$ cat config.mk
export PLATFORM = sky130hd
export DESIGN_NAME = exc_vector_unit
export DESIGN_NICKNAME = d
export VERILOG_FILES = /design/src/common/exc_vec_pkg.sv /design/src/exc_vector_unit.sv
export VERILOG_INCLUDE_DIRS = /design/src /design/src/common
export SDC_FILE = /design/constraint.sdc
export NUM_CORES = 1
export LEC_CHECK = 0
export ABC_AREA = 0
export BUFFER_PORTS_ARGS = -buffer_cell sky130_fd_sc_hd__buf_2
export CAP_MARGIN = 20
export CORE_MARGIN = 2
export CORE_UTILIZATION = 45
export DETAILED_ROUTE_END_ITERATION = 10
export PLACE_DENSITY = 0.77
export SKIP_LAST_GASP = 1
export SLEW_MARGIN = 20
export SYNTH_ARGS = -nofsm -noshare
export SYNTH_HDL_FRONTEND = slang
export SYNTH_SLANG_ARGS = --single-unit
$ cat constraint.sdc
create_clock -name aclk -period 3.5 [get_ports aclk]
set_input_delay 0.175 -clock aclk [delete_from_list [all_inputs] [get_ports aclk]]
set_output_delay 0.175 -clock aclk [all_outputs]
set_load 0.01 [all_outputs]
$ cat src/common/exc_vec_map.svh
// Purpose: offsets, field positions, reset values and vector numbers of the exception unit
// Assumes: 32-bit AXI4-Lite register window, one register per aligned word
// Notes:   definitions only
`ifndef EXC_VEC_MAP_SVH
`define EXC_VEC_MAP_SVH
`define OFF_CPS      12'h000
`define OFF_OPS      12'h004
`define OFF_CFG      12'h008
`define OFF_VAB      12'h00c
`define OFF_VINFO    12'h010
`define CPS_GDIS     0
`define CPS_XDIS     1
`define CPS_LVL_LO   2
`define CPS_LVL_HI   3
`define CPS_WAIT     4
`define CPS_ROMF     5
`define CPS_PEND     6
`define CPS_RST      7'h03
`define CFG_VFON     0
`define CFG_ROMV     1
`define CFG_RST      2'h0
`define VAB_RST      32'h0000_0000
`define VEC_FAULT0   8'h0c
`define VEC_FAULT1   8'h0d
`define VEC_TIMER    8'h0e
`define VEC_IRQ0     8'h10
`define VEC_INSN_MIN 8'h40
`define VENT_R_BIT   0
`define WIDTH_WORD   3'h0
`define RESP_OKAY    2'h0
`define RESP_SLVERR  2'h2
`endif

$ cat src/common/exc_vec_pkg.sv
// Purpose: types shared by the exception unit and its bench
// Assumes: field order matches the bit positions of the map header
// Notes:   cps_s packs with global_mask_bit at bit 0
package exc_vec_pkg;
    typedef enum {
        ST_RUN,
        ST_DRAIN,
        ST_VFETCH,
        ST_GO
    } state_e;

    typedef struct packed {
        logic       pending;
        logic       rom_fetch_flag;
        logic       wait_flag;
        logic [1:0] ext_int_mask_level;
        logic       ext_int_block;
        logic       global_mask_bit;
    } cps_s;

    typedef struct packed {
        logic [31:0] addr;
        logic [2:0]  access_width_code;
        logic        data_access;
    } vec_rd_s;
endpackage

$ cat src/exc_vector_unit.sv
// Purpose: interrupt and trap recognition, masking, wait mode and handler vectoring
// Assumes: core signals on aclk; irq and fault pins asynchronous; AXI4-Lite register access
// Notes:   one entry at a time; vector read over a simple valid/ack port
// Functional notes
// - accept interrupts from four external request lines and the timer, asynchronous
// - global disable bit refuses all interrupts and most traps
// - external disable bit blocks external lines only; timer and traps unaffected
// - two-bit mask level: 00 enables line zero, 11 enables all four
// - mask level never disables line zero
// - no external interrupt taken while either disable bit is one
// - pending flag set while any external line active but blocked
// - traps come from two fault lines and internal exception conditions
// - global disable suppresses traps except access and coprocessor exceptions
// - while wait flag set, no fetch, no execution, no bus access
// - wait ends only by taking an enabled interrupt or trap; here a register write to the status word also sets or clears the wait flag
// - vector area holds up to 256 handlers, 8-bit numbers
// - vector fetch: table entry holds word address and location bit
// - no vector fetch: rom-vector bit chooses data memory or ROM
// - no vector fetch: one 64-instruction aligned block per handler; base bits 7 to 0 are kept here, so blocks align only when they are zero
// - taking an event derives an eight-bit vector number
// - vector fetch: number replaces bits 9 to 2 of base
// - no vector fetch: number replaces bits 15 to 8 of base
// - numbers 64 to 255 come from trapping instructions themselves
// - vector read is a data access with full-word width code
// - on entry copy location bit or rom-vector bit into rom-fetch flag
// - on entry copy current status into old status first
// - finish pending load or store, cancel rest of multiple transfer
//
// Chosen here: the AXI4-Lite interface to the registers and the register addresses.
`timescale 1ns/1ps
`include "exc_vec_map.svh"
module exc_vector_unit #(
    parameter int ADDR_W = 12
) (
    input  wire logic                   aclk,
    input  wire logic                   aresetn,
    input  wire logic [ADDR_W-1:0]      awaddr,
    input  wire logic                   awvalid,
    output logic                        awready,
    input  wire logic [31:0]            wdata,
    input  wire logic [3:0]             wstrb,
    input  wire logic                   wvalid,
    output logic                        wready,
    output logic [1:0]                  bresp,
    output logic                        bvalid,
    input  wire logic                   bready,
    input  wire logic [ADDR_W-1:0]      araddr,
    input  wire logic                   arvalid,
    output logic                        arready,
    output logic [31:0]                 rdata,
    output logic [1:0]                  rresp,
    output logic                        rvalid,
    input  wire logic                   rready,
    input  wire logic [3:0]             ext_irq_lines,
    input  wire logic                   timer_irq,
    input  wire logic [1:0]             ext_fault_lines,
    input  wire logic                   exc_valid,
    input  wire logic [7:0]             exc_vector,
    input  wire logic                   exc_nomask,
    output logic                        exc_ack,
    input  wire logic                   ls_busy,
    output logic                        ls_cancel_multi,
    output logic                        fetch_hold,
    output exc_vec_pkg::vec_rd_s        vec_rd,
    output logic                        vec_rd_valid,
    input  wire logic                   vec_rd_ack,
    input  wire logic [31:0]            vec_rd_data,
    output logic                        handler_go,
    output logic [31:0]                 handler_addr,
    output logic [7:0]                  handler_vector
);
    function automatic logic [3:0] level_mask(input logic [1:0] lvl);
        case (lvl)
            2'h0: level_mask = 4'h1;
            2'h1: level_mask = 4'h3;
            2'h2: level_mask = 4'h7;
            default: level_mask = 4'hf;
        endcase
    endfunction

    function automatic logic [31:0] merge(input logic [31:0] old, input logic [31:0] nw, input logic [3:0] strb);
        for (int i = 0; i < 4; i++) begin
            merge[i*8 +: 8] = strb[i] ? nw[i*8 +: 8] : old[i*8 +: 8];
        end
    endfunction

    exc_vec_pkg::state_e  state_r, state_nxt;
    exc_vec_pkg::cps_s    cps_r, cps_nxt, ops_r, ops_nxt;
    exc_vec_pkg::vec_rd_s vec_rd_r;
    logic [1:0]           cfg_r;
    logic [31:0]          vab_r, handler_addr_r;
    logic [7:0]           vec_num_r;
    logic [3:0]           irq_m_r, irq_s_r;
    logic [1:0]           flt_m_r, flt_s_r;
    logic                 aw_hold_r, w_hold_r, bvalid_r, rvalid_r;
    logic [ADDR_W-1:0]    awaddr_r;
    logic [31:0]          wdata_r, rdata_r;
    logic [3:0]           wstrb_r;
    logic [1:0]           bresp_r, rresp_r;

    // pins cross in through two flops; only the second stage is looked at
    always_ff @(posedge aclk) begin
        if (!aresetn) begin
            irq_m_r <= 4'h0;
            irq_s_r <= 4'h0;
            flt_m_r <= 2'h0;
            flt_s_r <= 2'h0;
        end else begin
            irq_m_r <= ext_irq_lines;
            irq_s_r <= irq_m_r;
            flt_m_r <= ext_fault_lines;
            flt_s_r <= flt_m_r;
        end
    end

    wire       gdis     = cps_r.global_mask_bit;
    wire       xdis     = cps_r.ext_int_block;
    wire       vfon     = cfg_r[`CFG_VFON];
    wire       romv     = cfg_r[`CFG_ROMV];
    wire [3:0] lvl_en   = level_mask(cps_r.ext_int_mask_level);
    wire [3:0] irq_live = irq_s_r & lvl_en & {4{!gdis && !xdis}};
    wire       pend_w   = |(irq_s_r & ~irq_live);
    wire       tmr_live = timer_irq && !gdis;
    wire [1:0] flt_live = flt_s_r & {2{!gdis}};
    wire       exc_live = exc_valid && (exc_nomask || !gdis);
    wire       run      = state_r == exc_vec_pkg::ST_RUN;
    wire       take     = run && (exc_live || (|flt_live) || tmr_live || (|irq_live));
    wire [1:0] irq_idx  = irq_live[0] ? 2'h0 : irq_live[1] ? 2'h1 : irq_live[2] ? 2'h2 : 2'h3;
    // priority: internal exception, fault lines, timer, then lowest irq line
    wire [7:0] vec_sel  = exc_live ? exc_vector :
                          (|flt_live) ? (flt_live[0] ? `VEC_FAULT0 : `VEC_FAULT1) :
                          tmr_live ? `VEC_TIMER : `VEC_IRQ0 + {6'h0, irq_idx};
    wire       enter    = state_r == exc_vec_pkg::ST_DRAIN && !ls_busy;
    wire       vec_done = state_r == exc_vec_pkg::ST_VFETCH && vec_rd_ack;
    wire [31:0] tab_addr = {vab_r[31:10], vec_num_r, vab_r[1:0]};
    wire [31:0] blk_addr = {vab_r[31:16], vec_num_r, vab_r[7:0]};

    assign exc_ack         = take && exc_live;
    assign ls_cancel_multi = state_r == exc_vec_pkg::ST_DRAIN;
    assign fetch_hold      = cps_r.wait_flag || !run;
    assign vec_rd_valid    = state_r == exc_vec_pkg::ST_VFETCH;
    assign vec_rd          = vec_rd_r;
    assign handler_go      = state_r == exc_vec_pkg::ST_GO;
    assign handler_addr    = handler_addr_r;
    assign handler_vector  = vec_num_r;

    always_comb begin
        state_nxt = state_r;
        case (state_r)
            exc_vec_pkg::ST_RUN:    if (take) state_nxt = exc_vec_pkg::ST_DRAIN;
            exc_vec_pkg::ST_DRAIN:  if (enter) state_nxt = vfon ? exc_vec_pkg::ST_VFETCH : exc_vec_pkg::ST_GO;
            exc_vec_pkg::ST_VFETCH: if (vec_rd_ack) state_nxt = exc_vec_pkg::ST_GO;
            default:                state_nxt = exc_vec_pkg::ST_RUN;
        endcase
    end

    // register write decode
    wire        do_wr  = aw_hold_r && w_hold_r && !bvalid_r;
    wire [11:0] woff   = 12'(awaddr_r);
    wire        wr_cps = do_wr && woff == `OFF_CPS;
    wire        wr_ops = do_wr && woff == `OFF_OPS;
    wire        wr_cfg = do_wr && woff == `OFF_CFG;
    wire        wr_vab = do_wr && woff == `OFF_VAB;
    wire        wr_ok  = wr_cps || wr_ops || wr_cfg || wr_vab || woff == `OFF_VINFO;
    wire [31:0] mg_cps = merge({25'h0, cps_r}, wdata_r, wstrb_r);
    wire [31:0] mg_ops = merge({25'h0, ops_r}, wdata_r, wstrb_r);
    wire [31:0] mg_cfg = merge({30'h0, cfg_r}, wdata_r, wstrb_r);
    wire [31:0] mg_vab = merge(vab_r, wdata_r, wstrb_r);

    // hardware entry overrides a same-cycle software write, except its mask level and, under vector fetch, its rom-fetch flag
    always_comb begin
        cps_nxt = cps_r;
        ops_nxt = ops_r;
        if (wr_cps) begin
            cps_nxt.global_mask_bit    = mg_cps[`CPS_GDIS];
            cps_nxt.ext_int_block      = mg_cps[`CPS_XDIS];
            cps_nxt.ext_int_mask_level = mg_cps[`CPS_LVL_HI:`CPS_LVL_LO];
            cps_nxt.wait_flag          = mg_cps[`CPS_WAIT];
            cps_nxt.rom_fetch_flag     = mg_cps[`CPS_ROMF];
        end
        if (wr_ops) ops_nxt = exc_vec_pkg::cps_s'(mg_ops[6:0]);
        if (enter) begin
            ops_nxt                 = cps_r;
            cps_nxt.global_mask_bit = 1'b1;
            cps_nxt.ext_int_block   = 1'b1;
            cps_nxt.wait_flag       = 1'b0;
            if (!vfon) cps_nxt.rom_fetch_flag = romv;
        end
        if (vec_done) cps_nxt.rom_fetch_flag = vec_rd_data[`VENT_R_BIT];
        cps_nxt.pending = pend_w;
    end

    always_ff @(posedge aclk) begin
        if (!aresetn) begin
            state_r <= exc_vec_pkg::ST_RUN;
            cps_r   <= exc_vec_pkg::cps_s'(`CPS_RST);
            ops_r   <= exc_vec_pkg::cps_s'(`CPS_RST);
            cfg_r   <= `CFG_RST;
            vab_r   <= `VAB_RST;
        end else begin
            state_r <= state_nxt;
            cps_r   <= cps_nxt;
            ops_r   <= ops_nxt;
            if (wr_cfg) cfg_r <= mg_cfg[1:0];
            if (wr_vab) vab_r <= mg_vab;
        end
    end

    // table entry is read as a full-word data access
    always_ff @(posedge aclk) begin
        if (!aresetn) begin
            vec_num_r      <= 8'h00;
            vec_rd_r       <= '0;
            handler_addr_r <= 32'h0000_0000;
        end else begin
            if (take) vec_num_r <= vec_sel;
            if (enter) begin
                vec_rd_r       <= '{addr: tab_addr, access_width_code: `WIDTH_WORD, data_access: 1'b1};
                handler_addr_r <= blk_addr;
            end
            if (vec_done) handler_addr_r <= {vec_rd_data[31:2], 2'h0};
        end
    end

    // axi4-lite slave: address and data latched in either order
    assign awready = !aw_hold_r && !bvalid_r;
    assign wready  = !w_hold_r && !bvalid_r;
    assign bvalid  = bvalid_r;
    assign bresp   = bresp_r;
    assign arready = !rvalid_r;
    assign rvalid  = rvalid_r;
    assign rdata   = rdata_r;
    assign rresp   = rresp_r;

    always_ff @(posedge aclk) begin
        if (!aresetn) begin
            aw_hold_r <= 1'b0;
            w_hold_r  <= 1'b0;
            bvalid_r  <= 1'b0;
            bresp_r   <= `RESP_OKAY;
            awaddr_r  <= '0;
            wdata_r   <= 32'h0000_0000;
            wstrb_r   <= 4'h0;
        end else begin
            if (awvalid && awready) begin
                aw_hold_r <= 1'b1;
                awaddr_r  <= awaddr;
            end
            if (wvalid && wready) begin
                w_hold_r <= 1'b1;
                wdata_r  <= wdata;
                wstrb_r  <= wstrb;
            end
            if (do_wr) begin
                aw_hold_r <= 1'b0;
                w_hold_r  <= 1'b0;
                bvalid_r  <= 1'b1;
                bresp_r   <= wr_ok ? `RESP_OKAY : `RESP_SLVERR;
            end else if (bready) begin
                bvalid_r <= 1'b0;
            end
        end
    end

    wire [11:0] roff = 12'(araddr);
    logic [31:0] rd_mux;
    logic        rd_ok;
    always_comb begin
        rd_ok = 1'b1;
        case (roff)
            `OFF_CPS:   rd_mux = {25'h0, cps_r};
            `OFF_OPS:   rd_mux = {25'h0, ops_r};
            `OFF_CFG:   rd_mux = {30'h0, cfg_r};
            `OFF_VAB:   rd_mux = vab_r;
            `OFF_VINFO: rd_mux = {24'h0, vec_num_r};
            default: begin
                rd_mux = 32'h0000_0000;
                rd_ok  = 1'b0;
            end
        endcase
    end

    always_ff @(posedge aclk) begin
        if (!aresetn) begin
            rvalid_r <= 1'b0;
            rdata_r  <= 32'h0000_0000;
            rresp_r  <= `RESP_OKAY;
        end else if (arvalid && arready) begin
            rvalid_r <= 1'b1;
            rdata_r  <= rd_mux;
            rresp_r  <= rd_ok ? `RESP_OKAY : `RESP_SLVERR;
        end else if (rready) begin
            rvalid_r <= 1'b0;
        end
    end

    property p_pending;
        @(posedge aclk) disable iff (!aresetn) (|(irq_s_r & ~irq_live)) |=> cps_r.pending;
    endproperty
    a_pending: assert property (p_pending) else $error("pending flag missed a blocked line");

    property p_ext_blocked;
        @(posedge aclk) disable iff (!aresetn)
            (run && (gdis || xdis) && !exc_live && flt_live == 2'h0 && !tmr_live) |-> !take;
    endproperty
    a_ext_blocked: assert property (p_ext_blocked) else $error("external irq taken while disabled");

    property p_gdis_refuses;
        @(posedge aclk) disable iff (!aresetn) (gdis && !(exc_valid && exc_nomask)) |-> !take;
    endproperty
    a_gdis_refuses: assert property (p_gdis_refuses) else $error("event taken under global disable");

    property p_timer_xdis;
        @(posedge aclk) disable iff (!aresetn)
            (run && timer_irq && xdis && !gdis && !exc_live && flt_live == 2'h0) |-> take && vec_sel == `VEC_TIMER;
    endproperty
    a_timer_xdis: assert property (p_timer_xdis) else $error("timer blocked by external disable");

    property p_line0;
        @(posedge aclk) disable iff (!aresetn)
            (run && irq_s_r[0] && !gdis && !xdis) |-> take;
    endproperty
    a_line0: assert property (p_line0) else $error("line zero not taken");

    property p_wait_hold;
        @(posedge aclk) disable iff (!aresetn) cps_r.wait_flag |-> fetch_hold;
    endproperty
    a_wait_hold: assert property (p_wait_hold) else $error("fetch allowed in wait mode");

    property p_entry;
        @(posedge aclk) disable iff (!aresetn)
            enter |=> ops_r == $past(cps_r) && !cps_r.wait_flag && cps_r.global_mask_bit;
    endproperty
    a_entry: assert property (p_entry) else $error("status not saved or wait not cleared");

    property p_cancel;
        @(posedge aclk) disable iff (!aresetn)
            (take ##1 ls_busy) |-> ls_cancel_multi && !handler_go;
    endproperty
    a_cancel: assert property (p_cancel) else $error("vectored before load/store drained");

    property p_block_addr;
        @(posedge aclk) disable iff (!aresetn)
            (enter && !vfon) |=> handler_go && handler_addr[15:8] == vec_num_r && handler_addr[7:0] == vab_r[7:0];
    endproperty
    a_block_addr: assert property (p_block_addr) else $error("block address wrong");

    property p_table_read;
        @(posedge aclk) disable iff (!aresetn)
            vec_rd_valid |-> vec_rd.addr[9:2] == vec_num_r && vec_rd.access_width_code == `WIDTH_WORD;
    endproperty
    a_table_read: assert property (p_table_read) else $error("vector read address or width wrong");
endmodule

==> impl_metrics.tcl, run 1 <==
set metrics [dict create \
    cts_tree "yes" \
    cts_made_buffers 23 \
    drt-initial-drc-count 589 \
    yosysSeqAreaShare 0.503 \
    setup_viol 0 \
    path_class "register to output port" \
    vias 8571 \
    clk_path_buf_depth 3 \
    drt_drc_violations_left 0 \
    die_area_um2 20700 \
    total_power_mw 6.25 \
    place_hpwl_mm 17.8 \
    hold_buffers 87 \
    ant_nets 0 \
    grt_start_max_net_pins 72 \
    insertion_delay_ns 0.52 \
    clk_pin_slew_worst_paths_ns 0.06 \
    status "finished clean" \
    critPathCaptureType "output port" \
    cts_resized 0 \
    grt_overflow 0 \
    ys_seq_elements 221 \
    synth_flop_cell "dfxtp_1" \
    period_share 0.726 \
    drive_gt1_frac 0.223 \
    ys_warn_count 0 \
    cpPeakStageDelay_ns 0.49 \
    vias_per_cell 5.32 \
    hold_class "input pin to register" \
    cts_setup_buffers 0 \
    die_w_um 144 \
    initial_core_util 0.455 \
    max-cap-violations 0 \
    syn2layout_area_growth_pct 33.5 \
    clock.fmax_mhz 394 \
    period_needed_ns 2.54 \
    syn_inst 1047 \
    tns_ns 0 \
    place_congestion 0.782 \
    hold_violations 0 \
    path_cells "or2_2, o32ai_1, o21ai_0, nor2_1, buf_2" \
    wl_per_cell_um 16.6 \
    antenna_found_initial 1 \
    top_level_ports 240 \
    rows 51 \
    synth-async-reset-ratio 0 \
    grt_first_pass_wirelength_mm 40.5 \
    arrival_ns 2.36 \
    fill_cells 1666 \
    power_density_nw_per_um2 533 \
    io_buffers 233 \
    slew_headroom 0.296 \
    fin_skew_ns 0.0168 \
    cts.sinks 221 \
    root_buffer "clkbuf_16" \
    synth_edf_count 0 \
    htreeDepth 1 \
    startpoint_type "register" \
    coreArea_um2 19300 \
    finalMaxSlewViolations 0 \
    syn_area_um2 8790 \
    tightest_slew_ns 1.05 \
    ir_worst_vdd_mv 0.373 \
    grt_pass1_vias 7831 \
    grt.total_usage 0.246 \
    final_nets 1452 \
    die_h_um 144 \
    rsz0062_at_grt "no" \
    path_max_fanout 12 \
    postSynthAreaPerCell_um2 8.40 \
    drt_wl_total_mm 26.7 \
    p_leak_nw 4.79 \
    required_ns 3.32 \
    first_pass_iters 6 \
    ys_types 53 \
    slowest_stage "o32ai_1" \
]
==> layer usage <==
| metal | routed length (µm) | vias up | part of all wire | GRT usage |
|---|---|---|---|---|
| met4 | 788 | 0 | 0.029 | 0.0820 |
| met5 | 0 | - | 0 | 0 |
| met1 | 11700 | 4012 | 0.44 | 0.322 |
| met3 | 1880 | 57 | 0.070 | 0.0440 |
| met2 | 12400 | 334 | 0.46 | 0.411 |
| li1 | - | 4168 | - | - |
==> stage by stage <==
step / instance area, µm² / utilization / instances / hold slack, ns / setup WS [ns]
floorplan: 8810 / - / 1051 / 0.302 / 1.63
global placement: 10100 / 0.522 / 1482 / 0.382 / 1.45
detailed placement: 10100 / 0.522 / 1482 / 0.386 / 1.40
CTS: 11700 / 0.607 / 1610 / 0.00272 / 0.998
global route: 11700 / 0.607 / 1611 / 0.0263 / 0.878
finish: 11700 / 0.607 / 1611 / 0.0228 / 0.961
==> report_power, final <==
group	internal (mW)	switching (mW)	leakage (nW)
clock	1.51	1.01	0.376
combinational	0.383	0.586	2.62
sequential	2.66	0.108	1.79
==> sequential cells by signal, summed over array words and instances (netlist names), 5 cells and up <==
name	count
vec_rd	33
handler_addr	32
rdata	32
vab_r	32
wdata_r	32
awaddr_r	12
handler_vector	8
ops_r	7
cps_r	5
==> cell usage in the layout, fill, tap and decap left out, types with 3 or more instances in the layout <==
| cell | instances |
|---|---|
| o21a_1 | 4 |
| clkbuf_8 | 3 |
| nand2_1 | 268 |
| clkbuf_16 | 23 |
| nor3_4 | 3 |
| nor4_2 | 3 |
| conb_1 | 5 |
| clkbuf_1 | 6 |
| a31oi_1 | 25 |
| o31ai_1 | 6 |
| inv_1 | 11 |
| buf_2 | 232 |
| a22oi_1 | 28 |
| and2_1 | 16 |
| a211oi_1 | 3 |
| o22a_1 | 8 |
| nor3_1 | 8 |
| nor2b_1 | 4 |
| dfxtp_1 | 221 |
| nand3_1 | 30 |
| nand2b_1 | 11 |
| o2111ai_1 | 7 |
| o21ai_0 | 55 |
| nand4_1 | 6 |
| nor2_1 | 48 |
| clkinv_2 | 3 |
| dlygate4sd3_1 | 87 |
| buf_4 | 12 |
| ha_1 | 5 |
| mux2i_1 | 46 |
| a21oi_1 | 109 |
| a311oi_1 | 6 |
| bufinv_16 | 3 |
==> worst max-delay path, delay by kind of cell (launching register included) <==
kind                   cells  cell delay (ns)
buffers and inverters      1             0.15
DFF                        1             0.44
AOI/OAI and AO/OA          2             0.73
and+or+nand+nor            2             0.53
==> synthesized netlist by cell type (all sizes together) (2+ instances only) <==
master / n / area (µm²)
o21a: 4 / 30.0
nor2b: 5 / 31.3
a21oi: 110 / 554
mux2i: 46 / 460
and4b: 2 / 20.0
mux2: 4 / 45.0
o2111ai: 7 / 61.3
a22oi: 28 / 210
a31oi: 25 / 156
nor4: 6 / 71.3
clkbuf: 62 / 233
o22a: 8 / 70.1
o31a: 2 / 17.5
ha: 5 / 62.6
dfxtp: 221 / 4420
nand2b: 12 / 75.1
or3: 2 / 12.5
o31ai: 6 / 45.0
nand4: 6 / 37.5
nor3: 12 / 98.9
a311oi: 6 / 52.6
and3b: 2 / 17.5
nor2: 48 / 180
a211oi: 3 / 22.5
nand2: 270 / 1020
or2: 2 / 12.5
and2: 16 / 100
nand3: 31 / 160
buf: 16 / 87.6
o21ai: 57 / 285
inv: 12 / 45.0
and4: 2 / 17.5
==> worst paths after layout <==
check / start / endpoint / slack (ns) / cells after the start
worst max-delay path: gdis / exc_ack / 0.96 / 5
worst min register to register: flt_m_r[0] / flt_s_r[0] / 0.43 / 1
worst min-delay path: vec_rd_data[8] / handler_addr[8] / 0.02 / 3
worst max register to register: state_r[0] / handler_addr[29] / 1.36 / 5
==> kinds of logic (layout without fill, tap and decap cells) <==
family	after synthesis	in the layout	synth area share
AO/OA/AOI/OAI	260	260	0.176
adder cells (fa/ha/maj)	5	5	0.00712
buffers and inverters	90	384	0.0416
flip-flops	221	221	0.503
multiplexers	50	50	0.0575
other	1	6	0.000427
AND/OR/NAND/NOR	420	420	0.214
==> final cells by class <==
type	instances	area, µm²	share of cell area
well taps	265	332	0.0283
clock inverters	9	140	0.0119
multi-input cells	740	4030	0.343
diodes	1	2.50	0.000213
clock buffers	32	639	0.0545
inverters	12	47.5	0.00405
repair buffers	331	2120	0.181
flip-flops and latches	221	4420	0.377
Power figures use the tool's default switching activity.
==> run 2: changes to the inputs <==
==> constraint.sdc (replaced) <==
create_clock -name aclk -period 2.5 [get_ports aclk]
set_input_delay 0.125 -clock aclk [delete_from_list [all_inputs] [get_ports aclk]]
set_output_delay 0.125 -clock aclk [all_outputs]
set_load 0.01 [all_outputs]
==> run 2 against run 1 <==
Total power up 41%. Sequential power increased by 40%. First-iteration DRC count up 8.0%. Combinational power is 44% higher. Hold slack better by 0.041 ns. Sequential cell count stayed put. Clock power grew 40%.
==> impl_metrics.tcl, run 2 (same netlist as run 1, synthesis figures left out) <==
set metrics [dict create \
    io_buffers 233 \
    drt_wl_total_mm 27.3 \
    placed_area_um2 10200 \
    grt_first_pass_wirelength_mm 41.7 \
    final_common_cell "nand2_1" \
    fin_skew_ns 0.00766 \
    largest_reg_flops 33 \
    grt_overflow 0 \
    top_level_ports 240 \
    clk_pin_slew_worst_paths_ns 0.06 \
    path_max_fanout 12 \
    root_buffer "clkbuf_16" \
    r2r-start "awaddr_r[4]" \
    status "finished clean" \
    rsz0062_at_grt "no" \
    placed_cells 1486 \
    power_density_nw_per_um2 741 \
    total_power_mw 8.80 \
    design_area_um2 11900 \
    cts.sinks 221 \
    critPathCaptureType "output port" \
    clk_path_buf_depth 3 \
    final_cell_mix "268 x nand2_1, 232 x buf_2, 221 x dfxtp_1, 109 x a21oi_1, 91 x dlygate4sd3_1" \
    die_w_um 144 \
    vias_per_cell 5.35 \
    place_congestion 0.812 \
    hold_violations 0 \
    drt-initial-drc-count 636 \
    wl_per_cell_um 16.8 \
    grt_start_max_net_pins 81 \
    tns_ns 0 \
    insertion_delay_ns 0.50 \
    hold_class "input pin to register" \
    syn2layout_area_growth_pct 35.1 \
    whs_ns 0.0641 \
    met1_usage 0.330 \
    finalNonFillerCells 1621 \
    required_ns 2.38 \
    period_share 0.900 \
    ant_nets 0 \
    cts_tree "yes" \
    initial_core_util 0.455 \
    grt_pass1_vias 8084 \
    first_pass_iters 6 \
    grt_busiest_layer "met2" \
    min-delay-start "arvalid" \
    grt.total_usage 0.252 \
    path_class "register to output port" \
    arrival_ns 2.12 \
    clock.fmax_mhz 445 \
    ir_worst_vdd_mv 0.576 \
    die_h_um 144 \
    tightest_slew_ns 0.893 \
    die_area_um2 20700 \
    p_leak_nw 4.85 \
    slew_headroom 0.405 \
    htreeDepth 1 \
    period_needed_ns 2.25 \
    cts_made_buffers 24 \
    rows 51 \
    max-cap-violations 0 \
    antenna_found_initial 0 \
    drive_gt1_frac 0.230 \
    setup_viol 0 \
    startpoint_type "register" \
    cts_setup_buffers 0 \
    finalMaxSlewViolations 0 \
    vias 8679 \
    drt_drc_violations_left 0 \
    grt_use_met3 0.0520 \
    place_hpwl_mm 17.7 \
    startpoint "gdis" \
    final_nets 1461 \
    fill_cells 1680 \
    n_antenna_cell 0 \
    coreArea_um2 19300 \
    globalRouteMet2Util 0.414 \
]
## run 2: changes by cell type in the layout (fill, tap and decap cells not counted)
| cell | previous run | this run |
|---|---|---|
| clkbuf_16 | 23 | 25 |
| bufinv_16 | 3 | 1 |
| buf_4 | 12 | 13 |
| clkbuf_1 | 6 | 2 |
| clkbuf_8 | 3 | 5 |
| o32ai_2 | 0 | 1 |
| inv_16 | 1 | 0 |
| clkinv_2 | 3 | 5 |
| diode_2 | 1 | 0 |
| inv_6 | 0 | 1 |
| dlygate4sd3_1 | 87 | 91 |
| buf_12 | 0 | 3 |
| o32ai_1 | 1 | 0 |
| clkinvlp_4 | 2 | 5 |
## run 2: through the flow
| stage | setup slack [ns] | utilization |
|---|---|---|
| 3_5_place_dp | 0.485 | 0.525 |
| 5_1_grt | 0.0896 | 0.614 |
| 3_3_place_gp | 0.545 | 0.525 |
| 2_1_floorplan | 0.630 | - |
| 6_report | 0.251 | 0.614 |
| 4_1_cts | 0.0942 | 0.614 |
## run 2: per-layer routing
metal,routed length (µm),vias up,part of all wire
met5,0,-,0
met4,803,0,0.029
met3,2190,53,0.080
met2,12700,408,0.47
met1,11600,4036,0.42
li1,-,4182,-
## run 2: critical path, cell delays in order, from the launching register on
cell and delay, ns:
dfxtp_1 0.42, or2_2 0.36, o32ai_2 0.36, o21ai_0 0.20, nor2_1 0.13, buf_2 0.15
## run 2: what timing repair did
item | CTS | global route
setup endpoints to repair | 0 | 1
hold buffers | 91 | 0
resized for setup | 0 | 1
endpoints found under the hold margin | 91 | 0
## run 2: where the power goes
group / internal [mW] / total [mW] / switching (mW)
combinational: 0.565 / 1.40 / 0.835
clock: 2.08 / 3.52 / 1.43
sequential: 3.73 / 3.88 / 0.153
## run 2: final timing paths
kind,slack [ns],endpoint,depth (start not counted)
worst max-delay path,0.25,exc_ack,5
worst min-delay path,0.06,rresp[1],4
worst max register to register,0.42,vab_r[29],4
worst min register to register,0.43,irq_s_r[2],1
## run 2: cell type report
class	instances	area, µm²	area share
multi-input combinational	740	4040	0.340
timing repair buffer	339	2230	0.188
tap	265	332	0.0279
inverter	12	47.5	0.00400
sequential	221	4420	0.373
clock inverter	12	101	0.00854
clock buffer	32	702	0.0591
